## config.mk

```make
export PLATFORM = sky130hd
export DESIGN_NAME = lfa_core
export DESIGN_NICKNAME = d
export VERILOG_FILES = /design/src/logic/lfa_pkg.sv /design/src/logic/lfa_core.sv /design/src/logic/lfa_add8.sv /design/src/logic/lfa_ptr_add.sv
export SDC_FILE = /design/constraint.sdc
export NUM_CORES = 2
export LEC_CHECK = 0
export ABC_CLOCK_PERIOD_IN_PS = 16050
export BUFFER_PORTS_ARGS = -buffer_cell sky130_fd_sc_hd__buf_2
export CAP_MARGIN = 25
export CORE_MARGIN = 3
export CORE_UTILIZATION = 50
export DETAILED_ROUTE_END_ITERATION = 10
export MAX_ROUTING_LAYER = met4
export PLACE_DENSITY_LB_ADDON = 0.1
export RECOVER_POWER = 50
export SKIP_LAST_GASP = 1
export SYNTH_ARGS = -nofsm -noshare
export SYNTH_HDL_FRONTEND = slang
export SYNTH_HIERARCHICAL = 1
export SYNTH_SLANG_ARGS = --single-unit
```

## constraint.sdc

```tcl
create_clock -name CLK -period 16.05 [get_ports CLK]
set_input_delay 1.605 -clock CLK [delete_from_list [all_inputs] [get_ports CLK]]
set_output_delay 1.605 -clock CLK [all_outputs]
set_load 0.03 [all_outputs]
```

## src/logic/lfa_pkg.sv

```systemverilog
// Shared constants, register map and operation codes for the accumulator and pointer datapath
// How it works
// - Pointer add sums a signed literal from -32 to 31 into the pointer pair picked by one index bit, flags untouched.
// - The pointer pair result wraps modulo 65536 inside 0000h to FFFFh.
// - AND immediate puts accumulator AND literal into the accumulator and updates only zero.
// - Add immediate puts accumulator plus literal into the accumulator and updates carry, digit carry and zero.
// - AND file ANDs the accumulator with file register 0 to 127 and updates only zero.
// - For AND file, add file, add file with carry and shift right the destination bit 0 writes the accumulator and 1 writes the file register back.
// - Add file sums accumulator and file register into the destination and updates carry, digit carry, zero.
// - Add file with carry also adds the current carry and updates carry, digit carry and zero.
// - Arithmetic shift right keeps bit 7, moves bits 7:1 to 6:0, bit 0 to carry, and updates carry and zero.
// - Bit clear zeroes the chosen bit 0 to 7 of the file register, keeps the rest and touches no flag.
package lfa_pkg;

   typedef enum logic [2:0] {
      OP_AND_IMMEDIATE,
      OP_ADD_IMMEDIATE,
      OP_AND_FILE,
      OP_ADD_FILE,
      OP_ADD_FILE_WITH_CARRY,
      OP_ARITH_SHIFT_RIGHT,
      OP_BIT_CLEAR_FILE,
      OP_POINTER_ADD_LITERAL
   } lfa_op_t;

   localparam int          DATA_W      = 8;
   localparam int          PTR_W       = 16;
   localparam int          FADDR_W     = 7;
   localparam int          FILE_DEPTH  = 128;
   localparam int          BUS_ADDR_W  = 10;
   localparam int          BUS_DATA_W  = 32;
   localparam int          PLIT_W      = 6;

   localparam logic [9:0]  OFS_ACC     = 10'h000;
   localparam logic [9:0]  OFS_STATUS  = 10'h004;
   localparam logic [9:0]  OFS_PTR0    = 10'h008;
   localparam logic [9:0]  OFS_PTR1    = 10'h00C;
   localparam logic [9:0]  OFS_FILE    = 10'h200;

   localparam int          POS_C       = 0;
   localparam int          POS_DCY     = 1;
   localparam int          POS_Z       = 2;

   localparam logic [7:0]  RST_ACC     = 8'h00;
   localparam logic [15:0] RST_PTR     = 16'h0000;
   localparam logic        RST_FLAG    = 1'b0;

endpackage

```

## src/logic/lfa_core.sv

```systemverilog
// Accumulator, flags, pointer pairs and file registers with their single-cycle operations
//
// Added by the designer: the strobed register port and the register offsets.
module lfa_core #(
   parameter int FILE_DEPTH = lfa_pkg::FILE_DEPTH
) (
   input  wire logic                   CLK,
   input  wire logic                   RST_N,
   input  wire logic                   OP_VALID,
   input  wire lfa_pkg::lfa_op_t       OP_CODE,
   input  wire logic [7:0]             OP_LIT,
   input  wire logic [6:0]             OP_FADDR,
   input  wire logic                   OP_DEST,
   input  wire logic [2:0]             OP_BIT,
   input  wire logic                   OP_PTR_SEL,
   input  wire logic [9:0]             ADDR,
   input  wire logic [31:0]            WR_DATA,
   input  wire logic                   WR_EN,
   input  wire logic                   RD_EN,
   output logic      [31:0]            RD_DATA,
   output logic      [7:0]             ACC,
   output logic                        FLAG_C,
   output logic                        FLAG_DCY,
   output logic                        FLAG_Z,
   output logic      [15:0]            PTR0,
   output logic      [15:0]            PTR1,
   output logic                        OP_DONE
);
   logic [7:0]  file_mem [FILE_DEPTH];
   logic [7:0]  acc_ff;
   logic [7:0]  nxt_acc;
   logic        c_ff;
   logic        nxt_c;
   logic        dcy_ff;
   logic        nxt_dcy;
   logic        z_ff;
   logic        nxt_z;
   logic [15:0] ptr0_ff;
   logic [15:0] nxt_ptr0;
   logic [15:0] ptr1_ff;
   logic [15:0] nxt_ptr1;
   logic [31:0] rdata_ff;
   logic [31:0] nxt_rdata;
   logic        done_ff;
   logic        nxt_done;
   logic        mem_we;
   logic [6:0]  mem_waddr;
   logic [7:0]  mem_wdata;
   logic [7:0]  file_rd;
   logic [7:0]  bus_file_rd;
   logic        bus_in_file;
   logic [6:0]  bus_findex;
   logic [7:0]  add_b;
   logic        add_cin;
   logic [7:0]  add_sum;
   logic        add_c;
   logic        add_dcy;
   logic [15:0] ptr_in;
   logic [15:0] ptr_res;
   logic [7:0]  res;
   logic        res_to_dest;

   assign file_rd     = file_mem[OP_FADDR];
   // File window answers only on word-aligned offsets, the rest read zero
   assign bus_in_file = ADDR[9] && (ADDR[1:0] == 2'h0);
   assign bus_findex  = ADDR[8:2];
   assign bus_file_rd = file_mem[bus_findex];

   // One adder serves literal add, file add and add with carry
   assign add_b   = (OP_CODE == lfa_pkg::OP_ADD_IMMEDIATE) ? OP_LIT : file_rd;
   assign add_cin = (OP_CODE == lfa_pkg::OP_ADD_FILE_WITH_CARRY) ? c_ff : 1'b0;
   assign ptr_in  = OP_PTR_SEL ? ptr1_ff : ptr0_ff;

   lfa_add8 u_add8 (
      .a     (acc_ff),
      .b     (add_b),
      .cin   (add_cin),
      .sum   (add_sum),
      .cout  (add_c),
      .dcout (add_dcy)
   );

   lfa_ptr_add u_ptr_add (
      .ptr (ptr_in),
      .lit (OP_LIT[5:0]),
      .res (ptr_res)
   );

   always_comb begin
      nxt_acc     = acc_ff;
      nxt_c       = c_ff;
      nxt_dcy     = dcy_ff;
      nxt_z       = z_ff;
      nxt_ptr0    = ptr0_ff;
      nxt_ptr1    = ptr1_ff;
      nxt_rdata   = 32'h00000000;
      nxt_done    = 1'b0;
      mem_we      = 1'b0;
      mem_waddr   = bus_findex;
      mem_wdata   = WR_DATA[7:0];
      res         = 8'h00;
      res_to_dest = 1'b0;

      // Reads show the state before any update in the same cycle
      if (RD_EN) begin
         if (bus_in_file) begin
            nxt_rdata = {24'h000000, bus_file_rd};
         end else begin
            case (ADDR)
               lfa_pkg::OFS_ACC:    nxt_rdata = {24'h000000, acc_ff};
               lfa_pkg::OFS_STATUS: nxt_rdata = {29'h00000000, z_ff, dcy_ff, c_ff};
               lfa_pkg::OFS_PTR0:   nxt_rdata = {16'h0000, ptr0_ff};
               lfa_pkg::OFS_PTR1:   nxt_rdata = {16'h0000, ptr1_ff};
               default:             nxt_rdata = 32'h00000000;
            endcase
         end
      end

      if (WR_EN) begin
         if (bus_in_file) begin
            mem_we = 1'b1;
         end else begin
            case (ADDR)
               lfa_pkg::OFS_ACC: nxt_acc = WR_DATA[7:0];
               lfa_pkg::OFS_STATUS: begin
                  nxt_c   = WR_DATA[lfa_pkg::POS_C];
                  nxt_dcy = WR_DATA[lfa_pkg::POS_DCY];
                  nxt_z   = WR_DATA[lfa_pkg::POS_Z];
               end
               lfa_pkg::OFS_PTR0: nxt_ptr0 = WR_DATA[15:0];
               lfa_pkg::OFS_PTR1: nxt_ptr1 = WR_DATA[15:0];
               default: ;
            endcase
         end
      end

      // An operation overrides a bus write to the same target in the same cycle
      if (OP_VALID) begin
         nxt_done = 1'b1;
         case (OP_CODE)
            lfa_pkg::OP_AND_IMMEDIATE: begin
               res     = acc_ff & OP_LIT;
               nxt_acc = res;
               nxt_z   = (res == 8'h00);
            end
            lfa_pkg::OP_ADD_IMMEDIATE: begin
               nxt_acc = add_sum;
               nxt_c   = add_c;
               nxt_dcy = add_dcy;
               nxt_z   = (add_sum == 8'h00);
            end
            lfa_pkg::OP_AND_FILE: begin
               res         = acc_ff & file_rd;
               res_to_dest = 1'b1;
               nxt_z       = (res == 8'h00);
            end
            lfa_pkg::OP_ADD_FILE,
            lfa_pkg::OP_ADD_FILE_WITH_CARRY: begin
               res         = add_sum;
               res_to_dest = 1'b1;
               nxt_c       = add_c;
               nxt_dcy     = add_dcy;
               nxt_z       = (add_sum == 8'h00);
            end
            lfa_pkg::OP_ARITH_SHIFT_RIGHT: begin
               res         = {file_rd[7], file_rd[7:1]};
               res_to_dest = 1'b1;
               nxt_c       = file_rd[0];
               nxt_z       = (res == 8'h00);
            end
            lfa_pkg::OP_BIT_CLEAR_FILE: begin
               // Written straight back, no destination choice and no flags
               res       = file_rd & ~(8'h01 << OP_BIT);
               mem_we    = 1'b1;
               mem_waddr = OP_FADDR;
               mem_wdata = res;
            end
            lfa_pkg::OP_POINTER_ADD_LITERAL: begin
               if (OP_PTR_SEL) begin
                  nxt_ptr1 = ptr_res;
               end else begin
                  nxt_ptr0 = ptr_res;
               end
            end
            default: nxt_done = 1'b0;
         endcase
         if (res_to_dest) begin
            if (OP_DEST) begin
               mem_we    = 1'b1;
               mem_waddr = OP_FADDR;
               mem_wdata = res;
            end else begin
               nxt_acc = res;
            end
         end
      end
   end

   always_ff @(posedge CLK or negedge RST_N) begin
      if (!RST_N) begin
         acc_ff   <= lfa_pkg::RST_ACC;
         c_ff     <= lfa_pkg::RST_FLAG;
         dcy_ff   <= lfa_pkg::RST_FLAG;
         z_ff     <= lfa_pkg::RST_FLAG;
         ptr0_ff  <= lfa_pkg::RST_PTR;
         ptr1_ff  <= lfa_pkg::RST_PTR;
         rdata_ff <= 32'h00000000;
         done_ff  <= 1'b0;
      end else begin
         acc_ff   <= nxt_acc;
         c_ff     <= nxt_c;
         dcy_ff   <= nxt_dcy;
         z_ff     <= nxt_z;
         ptr0_ff  <= nxt_ptr0;
         ptr1_ff  <= nxt_ptr1;
         rdata_ff <= nxt_rdata;
         done_ff  <= nxt_done;
      end
   end

   // File storage has no reset, as in a plain register file
   always_ff @(posedge CLK) begin
      if (mem_we) begin
         file_mem[mem_waddr] <= mem_wdata;
      end
   end

   // Every output is a register, never a path from the inputs
   assign RD_DATA = rdata_ff;
   assign ACC     = acc_ff;
   assign FLAG_C  = c_ff;
   assign FLAG_DCY = dcy_ff;
   assign FLAG_Z  = z_ff;
   assign PTR0    = ptr0_ff;
   assign PTR1    = ptr1_ff;
   assign OP_DONE = done_ff;

   logic is_op;
   logic [8:0] chk_sum;
   assign is_op   = OP_VALID;
   assign chk_sum = {1'b0, acc_ff} + {1'b0, file_rd} + {8'h00, c_ff};

   // Destination, file write-back and pulse checks
   logic       upd_z;
   logic [7:0] clr_mask;
   assign upd_z    = is_op && (OP_CODE != lfa_pkg::OP_BIT_CLEAR_FILE)
                     && (OP_CODE != lfa_pkg::OP_POINTER_ADD_LITERAL);
   assign clr_mask = 8'h01 << OP_BIT;
endmodule

```

## src/logic/lfa_add8.sv

```systemverilog
// Eight-bit adder with carry in, carry out of bit 7 and carry out of bit 3
module lfa_add8 (
   input  wire logic [7:0] a,
   input  wire logic [7:0] b,
   input  wire logic       cin,
   output logic      [7:0] sum,
   output logic            cout,
   output logic            dcout
);
   logic [8:0] full;
   logic [4:0] low;

   always_comb begin
      full  = {1'b0, a} + {1'b0, b} + {8'h00, cin};
      low   = {1'b0, a[3:0]} + {1'b0, b[3:0]} + {4'h0, cin};
      sum   = full[7:0];
      cout  = full[8];
      dcout = low[4];
   end
endmodule

```

## src/logic/lfa_ptr_add.sv

```systemverilog
// Pointer pair plus signed six-bit literal, wrapping inside sixteen bits
module lfa_ptr_add (
   input  wire logic [15:0] ptr,
   input  wire logic [5:0]  lit,
   output logic      [15:0] res
);
   always_comb begin
      // Sign extension then a plain 16-bit sum drops the carry, so both ends wrap
      res = ptr + {{10{lit[5]}}, lit};
   end
endmodule

```

==> Word-level counts from Yosys, hierarchy flattened <==
Memory sizes are Yosys's and may differ from the RTL's.
Index checks and enable logic that the tools add are counted.
{ "word_totals": {"ff_bits": 76, "latchBits": 0, "mem_bits_rw": 1024, "mem_bits_ro": 0, "inputBits": 70, "memories": 1} }
{ "op_classes": {"n_addsub": 5, "multipliers": 0, "div_mod_pow": 0, "magnitude_cmp": 0, "n_eq_ne": 10, "shift": 1, "n_mux": 60, "n_bitwise": 4, "n_reduce_logical": 11} }
{ "memory_table": {"columns": ["name", "words", "width", "rd", "rd_ports_with_merged_regs", "write_ports", "line_no", "rtl"], "rows": [
  ["file_mem", 128, 8, 2, 0, 1, "lfa_core.sv:29", "logic [7:0] file_mem [FILE_DEPTH];"]
]} }
{ "op_table": {"columns": ["operator", "count"], "rows": [
  ["$mux W16", 14],
  ["$mux W8", 11],
  ["$pmux W16 S4", 1],
  ["$pmux W8 S5", 1],
  ["$logic_not A8 Y1", 4],
  ["$mux W32", 1],
  ["$mux W7", 4],
  ["$mux W1", 25],
  ["$and A8 B8 Y8", 3],
  ["$eq A10 B4 Y1 const B", 2],
  ["$add A16 B16 Y16", 1],
  ["$pmux W8 S2", 1],
  ["$eq A3 B3 Y1 const B", 4],
  ["$eq A10 B3 Y1 const B", 1],
  ["$logic_not A10 Y1", 1],
  ["$add A8 B8 Y9", 1],
  ["$add A9 B1 Y9", 1],
  ["$not A8 Y8", 1],
  ["$shl A1 B3 Y8 const A", 1],
  ["$eq A3 B2 Y1 const B", 2],
  ["$add A4 B4 Y5", 1],
  ["$add A5 B1 Y5", 1],
  ["$pmux W1 S4", 1],
  ["$reduce_or A4 Y1", 1],
  ["7 further kinds", 7]
]} }

==> Longest topological paths before layout <==
{ "logic_depth": {"word_depth": 10, "ltp_mapped": 27} }

==> By module <==
Netlist, hierarchy kept.
{ "modules_own_cells": {"columns": ["mod", "instances", "cells_per_inst", "area_per_inst_um2", "seq_area_each_um2"], "rows": [
  ["lfa_core", 1, 2898, 52582.9, 32250.9],
  ["lfa_ptr_add", 1, 92, 714.4, 0.0],
  ["lfa_add8", 1, 38, 316.6, 0.0]
]} }

==> Least setup slack after synthesis <==
No wires, ideal clock.
{ "synth_path": {"path_type": "in2reg", "startpoint": "input port OP_FADDR[1]", "endpoint": "memory file_mem[0][4], data pin", "arrival_ns": 11.186, "t_required_ns": 14.853, "path_slack_ns": 3.668, "stages": 22, "n_path_buf": 6, "path_cell_list": "buf_2 buf_2 buf_2 buf_2 buf_2 buf_1 mux4_1 mux4_2 o22ai_1 nor3_1 mux2_2 fa_1 fa_1 a21oi_1 nor2b_1 or2_2 xor2_1 a21oi_1 nor2_1 a311oi_1 a21o_1 o21ai_0"} }
{ "synth_between": {"elab_chain_len": 8, "elab_cells_between_ends": 11} }
{ "synth_lines": {"columns": ["item", "line_no", "rtl"], "rows": [
  ["from (decl)", "lfa_core.sv:12", "input wire logic [6:0] OP_FADDR,"],
  ["$mem_v2 Z128 W8", null, null],
  ["$mux W8", "lfa_core.sv:70", "assign add_b = (OP_CODE == lfa_pkg::OP_ADD_IMMEDIATE) ? OP_LIT : file_rd;"],
  ["net add_b[0]", "lfa_core.sv:53", "logic [7:0] add_b;"],
  ["$add A8 B8 Y9", "lfa_add8.sv:14", "full = {1'b0, a} + {1'b0, b} + {8'h00, cin};"],
  ["$add A9 B1 Y9", "lfa_add8.sv:14", null],
  ["net add_sum[4]", "lfa_core.sv:55", "logic [7:0] add_sum;"],
  ["$pmux W8 S5", "lfa_core.sv:140", "case (OP_CODE)"],
  ["$mux W8", "lfa_core.sv:188", "if (OP_DEST) begin"],
  ["$mux W8", "lfa_core.sv:187", "if (res_to_dest) begin"],
  ["$mux W8", "lfa_core.sv:138", "if (OP_VALID) begin"],
  ["net mem_wdata[4]", "lfa_core.sv:48", "logic [7:0] mem_wdata;"],
  ["to (decl)", "lfa_core.sv:29", null]
]} }
The timed path passes the listed nets, and every way through them passes these cells.

==> Worst setup path after layout <==
{ "layout_path": {"startpoint": "input port OP_FADDR[0]", "endpoint": "memory file_mem[112][6], data pin"} }
The elaborated chain is that of the path after synthesis.

==> flow_metrics.tcl <==
set metrics [dict create \
    grt_pass1_vias 33100 \
    ys_types 89 \
    clockBufferDepth 3 \
    slew_viol_final 115 \
    relSlewSlack_pct -129 \
    grt_usage_pct 31.3 \
    hold_buffers 0 \
    worst-path-max-fanout 84 \
    ys_warn_count 6 \
    worstHoldStart "PTR0[10]" \
    hpwl_mm 110 \
    failed_checks "max-capacitance violations, max-slew violations" \
    cts-resized-gates 0 \
    wirelength_mm 168 \
    critPathRequiredTime_ps 16420 \
    p_leak_nw 19.0 \
    dr.pass1.iters 7 \
    post_cts_buffers 0 \
    endpoint_kind "flip-flop" \
    finClkSkew_ps 34.3 \
    cap_violations 3 \
    setup_viol 0 \
    rsz0062_at_grt "no" \
    area_growth_pct 10.4 \
    post-route-util_pct 55.9 \
    synth_area_um2 53600 \
    final_antenna_net_count 0 \
    async_flop_share_pct 5.54 \
    clk-insertion-delay-late_ps 720 \
    avgRoutedWirePerCell_um 36.2 \
    reg2reg_from "file_mem[63][1]" \
    dieWidth_um 333 \
    vias_per_cell 6.97 \
    period_minus_slack_ps 9390 \
    core_um2 106000 \
    cts_made_buffers 115 \
    avgSynthCellArea_um2 17.7 \
    tightest_slew_ps 3430 \
    htreeDepth 3 \
    cts_tree "yes" \
    total_power_mw 6.98 \
    power_density_nw_per_um2 118 \
    antenna_found_initial 7 \
    grt_pass1_wl_mm 241 \
    start_util_pct 50.6 \
    hold_slack_ps 604 \
    synth_top_area_cell "edfxtp_1" \
    setup_tns_ps 0 \
    ys_ff_latch 1084 \
    placed_cell_area_um2 55700 \
    finalHoldViolations 0 \
    synthFlopType "edfxtp_1" \
    die_area_um2 111000 \
    hold_path_class "flip-flop to flip-flop" \
    synth.yosys.seq_area_share_pct 60.2 \
    io_pins 146 \
    cts.sinks 1084 \
    cts-root-buf "clkbuf_16" \
    ys_top_cells_by_area "edfxtp_1 57%, mux4_2 21%, mux2i_1 3.3%, dfrtp_1 2.8%, mux4_1 2.0%" \
    synth-edff-count 1024 \
    io_buffers 113 \
    timing_worst_setup_path_type "input port to flip-flop" \
    grt_max_degree 97 \
    drc_errors 0 \
    fin_nets 3252 \
    crit_start "OP_FADDR[0]" \
    layout-drive-gt1-share_pct 26.4 \
    fmax_mhz 106 \
    crit_arrival_ps 9760 \
    vias 32400 \
    status "finished with violations" \
    placementRows 119 \
    gr-total-overflow 0 \
    die-height_um 333 \
    synth_cells 3028 \
    period_share_pct 58.5 \
    path_clk_slew_ps 60 \
    routabilityCongestion 0.921 \
    drtIter0Drc 4102 \
    cp-start-kind "input port" \
    stdcell_area_um2 59200 \
    peakVddDrop_v 0.0000905 \
    synth_top_area_share_pct 57.4 \
]
[layer usage]
layer  global-route usage [%]  share of wire (%)  routed length, um  vias up
met5                        -                  0                  0        -
met3                     6.89                 11              18000      370
met2                     48.7                 48              80600     1918
met4                     11.2                4.0               6700        0
met1                     41.0                 37              63100    17100
li1                         -                  -                  -    13000
[power breakdown]
group	internal, mW	switching [mW]	leakage [nW]
Clock	1.45	1.11	1.75
Combinational	0.401	0.746	7.29
Sequential	3.19	0.0793	9.94
Total	5.04	1.94	19.0
[state kept, by name (all words and copies together), names as in the netlist, 8 cells and up]
name / flops
ACC: 8
PTR0: 16
PTR1: 16
RD_DATA: 16
file_mem: 1024
[worst max-delay path: stages]
cell     delay [ps]
buf_8           490
buf_12          500
buf_12          620
mux4_2          350
nor2_1           50
nor2_1          480
o21ai_0         160
or3_1           340
nor3_1          760
buf_4           310
mux2_2          180
fa_1            230
fa_1            230
a21oi_1          70
nor2b_1         160
a31oi_1         140
xnor2_1         440
nand2_1          90
o21ai_0          90
a32o_1          200
a21oi_1         110
o21ai_4         520
buf_4           510
buf_4           730
[per-stage QoR]
step	std cells	setup WS [ps]
floorplan	3043	3670
detailed placement	4415	5850
global placement	4387	5960
finish	4651	6660
global route	4649	6340
CTS	4626	6580
[path summary, 6_finish.rpt]
kind,to,slack (ps),cells after the start
min,RD_DATA[10],600,2
max reg2reg,file_mem[112][6],8690,18
max in group asynchronous,PTR0[6],11960,2
min reg2reg,RD_DATA[10],600,2
max,file_mem[112][6],6660,24
min in group asynchronous,RD_DATA[14],2150,2
[kinds of logic (layout without fill, tap and decap cells)]
logic type	count (synthesis)	after routing	synth area share (%)
mux	757	757	27.2
fa+ha+maj	25	25	0.625
flops	1084	1084	60.2
simple gates	489	489	4.04
xor+xnor	18	18	0.294
buf+inv	252	460	2.54
compound gates	402	402	5.17
other cells	1	25	0.00699
[cell usage in the layout (no fill, tap or decap), types with 9 or more instances in the layout]
| cell type | n |
|---|---|
| edfxtp_1 | 1024 |
| mux4_2 | 497 |
| nor2_1 | 220 |
| mux2i_1 | 179 |
| clkbuf_1 | 130 |
| nand2_1 | 120 |
| clkbuf_16 | 115 |
| a21oi_1 | 92 |
| buf_4 | 66 |
| dfrtp_1 | 60 |
| o21ai_0 | 60 |
| a22oi_1 | 49 |
| buf_2 | 47 |
| mux4_1 | 41 |
| nand3_1 | 37 |
| mux2_2 | 34 |
| clkinv_1 | 26 |
| o221ai_1 | 25 |
| a221oi_1 | 25 |
| o22ai_1 | 23 |
| clkinv_2 | 23 |
| ha_1 | 22 |
| nor2b_1 | 20 |
| nor3_1 | 18 |
| conb_1 | 16 |
| inv_1 | 15 |
| nand2b_1 | 15 |
| a31oi_1 | 15 |
| a211oi_1 | 13 |
| xnor2_1 | 13 |
| and2_1 | 11 |
| o211ai_1 | 11 |
| diode_2 | 9 |
[area by class of cell]
type / count / area (um2)
fill: 8093 / 46700
sequential: 1084 / 32300
multi-input combinational: 1707 / 20200
clock buffer: 143 / 3010
tap: 1391 / 1740
timing repair buffer: 231 / 1370
clock inverter: 68 / 566
inverter: 18 / 73.8
antenna: 9 / 22.5
[Yosys cell counts (13+ instances only)]
library cell	n
edfxtp_1	1024
mux4_2	497
nor2_1	223
mux2i_1	179
nand2_1	120
clkbuf_1	106
a21oi_1	92
o21ai_0	65
dfrtp_1	60
buf_2	51
a22oi_1	49
mux4_1	41
nand3_1	37
mux2_2	36
buf_4	34
a221oi_1	25
o221ai_1	25
buf_1	23
o22ai_1	23
ha_1	22
nor2b_1	22
nor3_1	18
a31oi_1	15
inv_1	15
nand2b_1	15
a211oi_1	13
xnor2_1	13
Power figures use the tool's default switching activity.
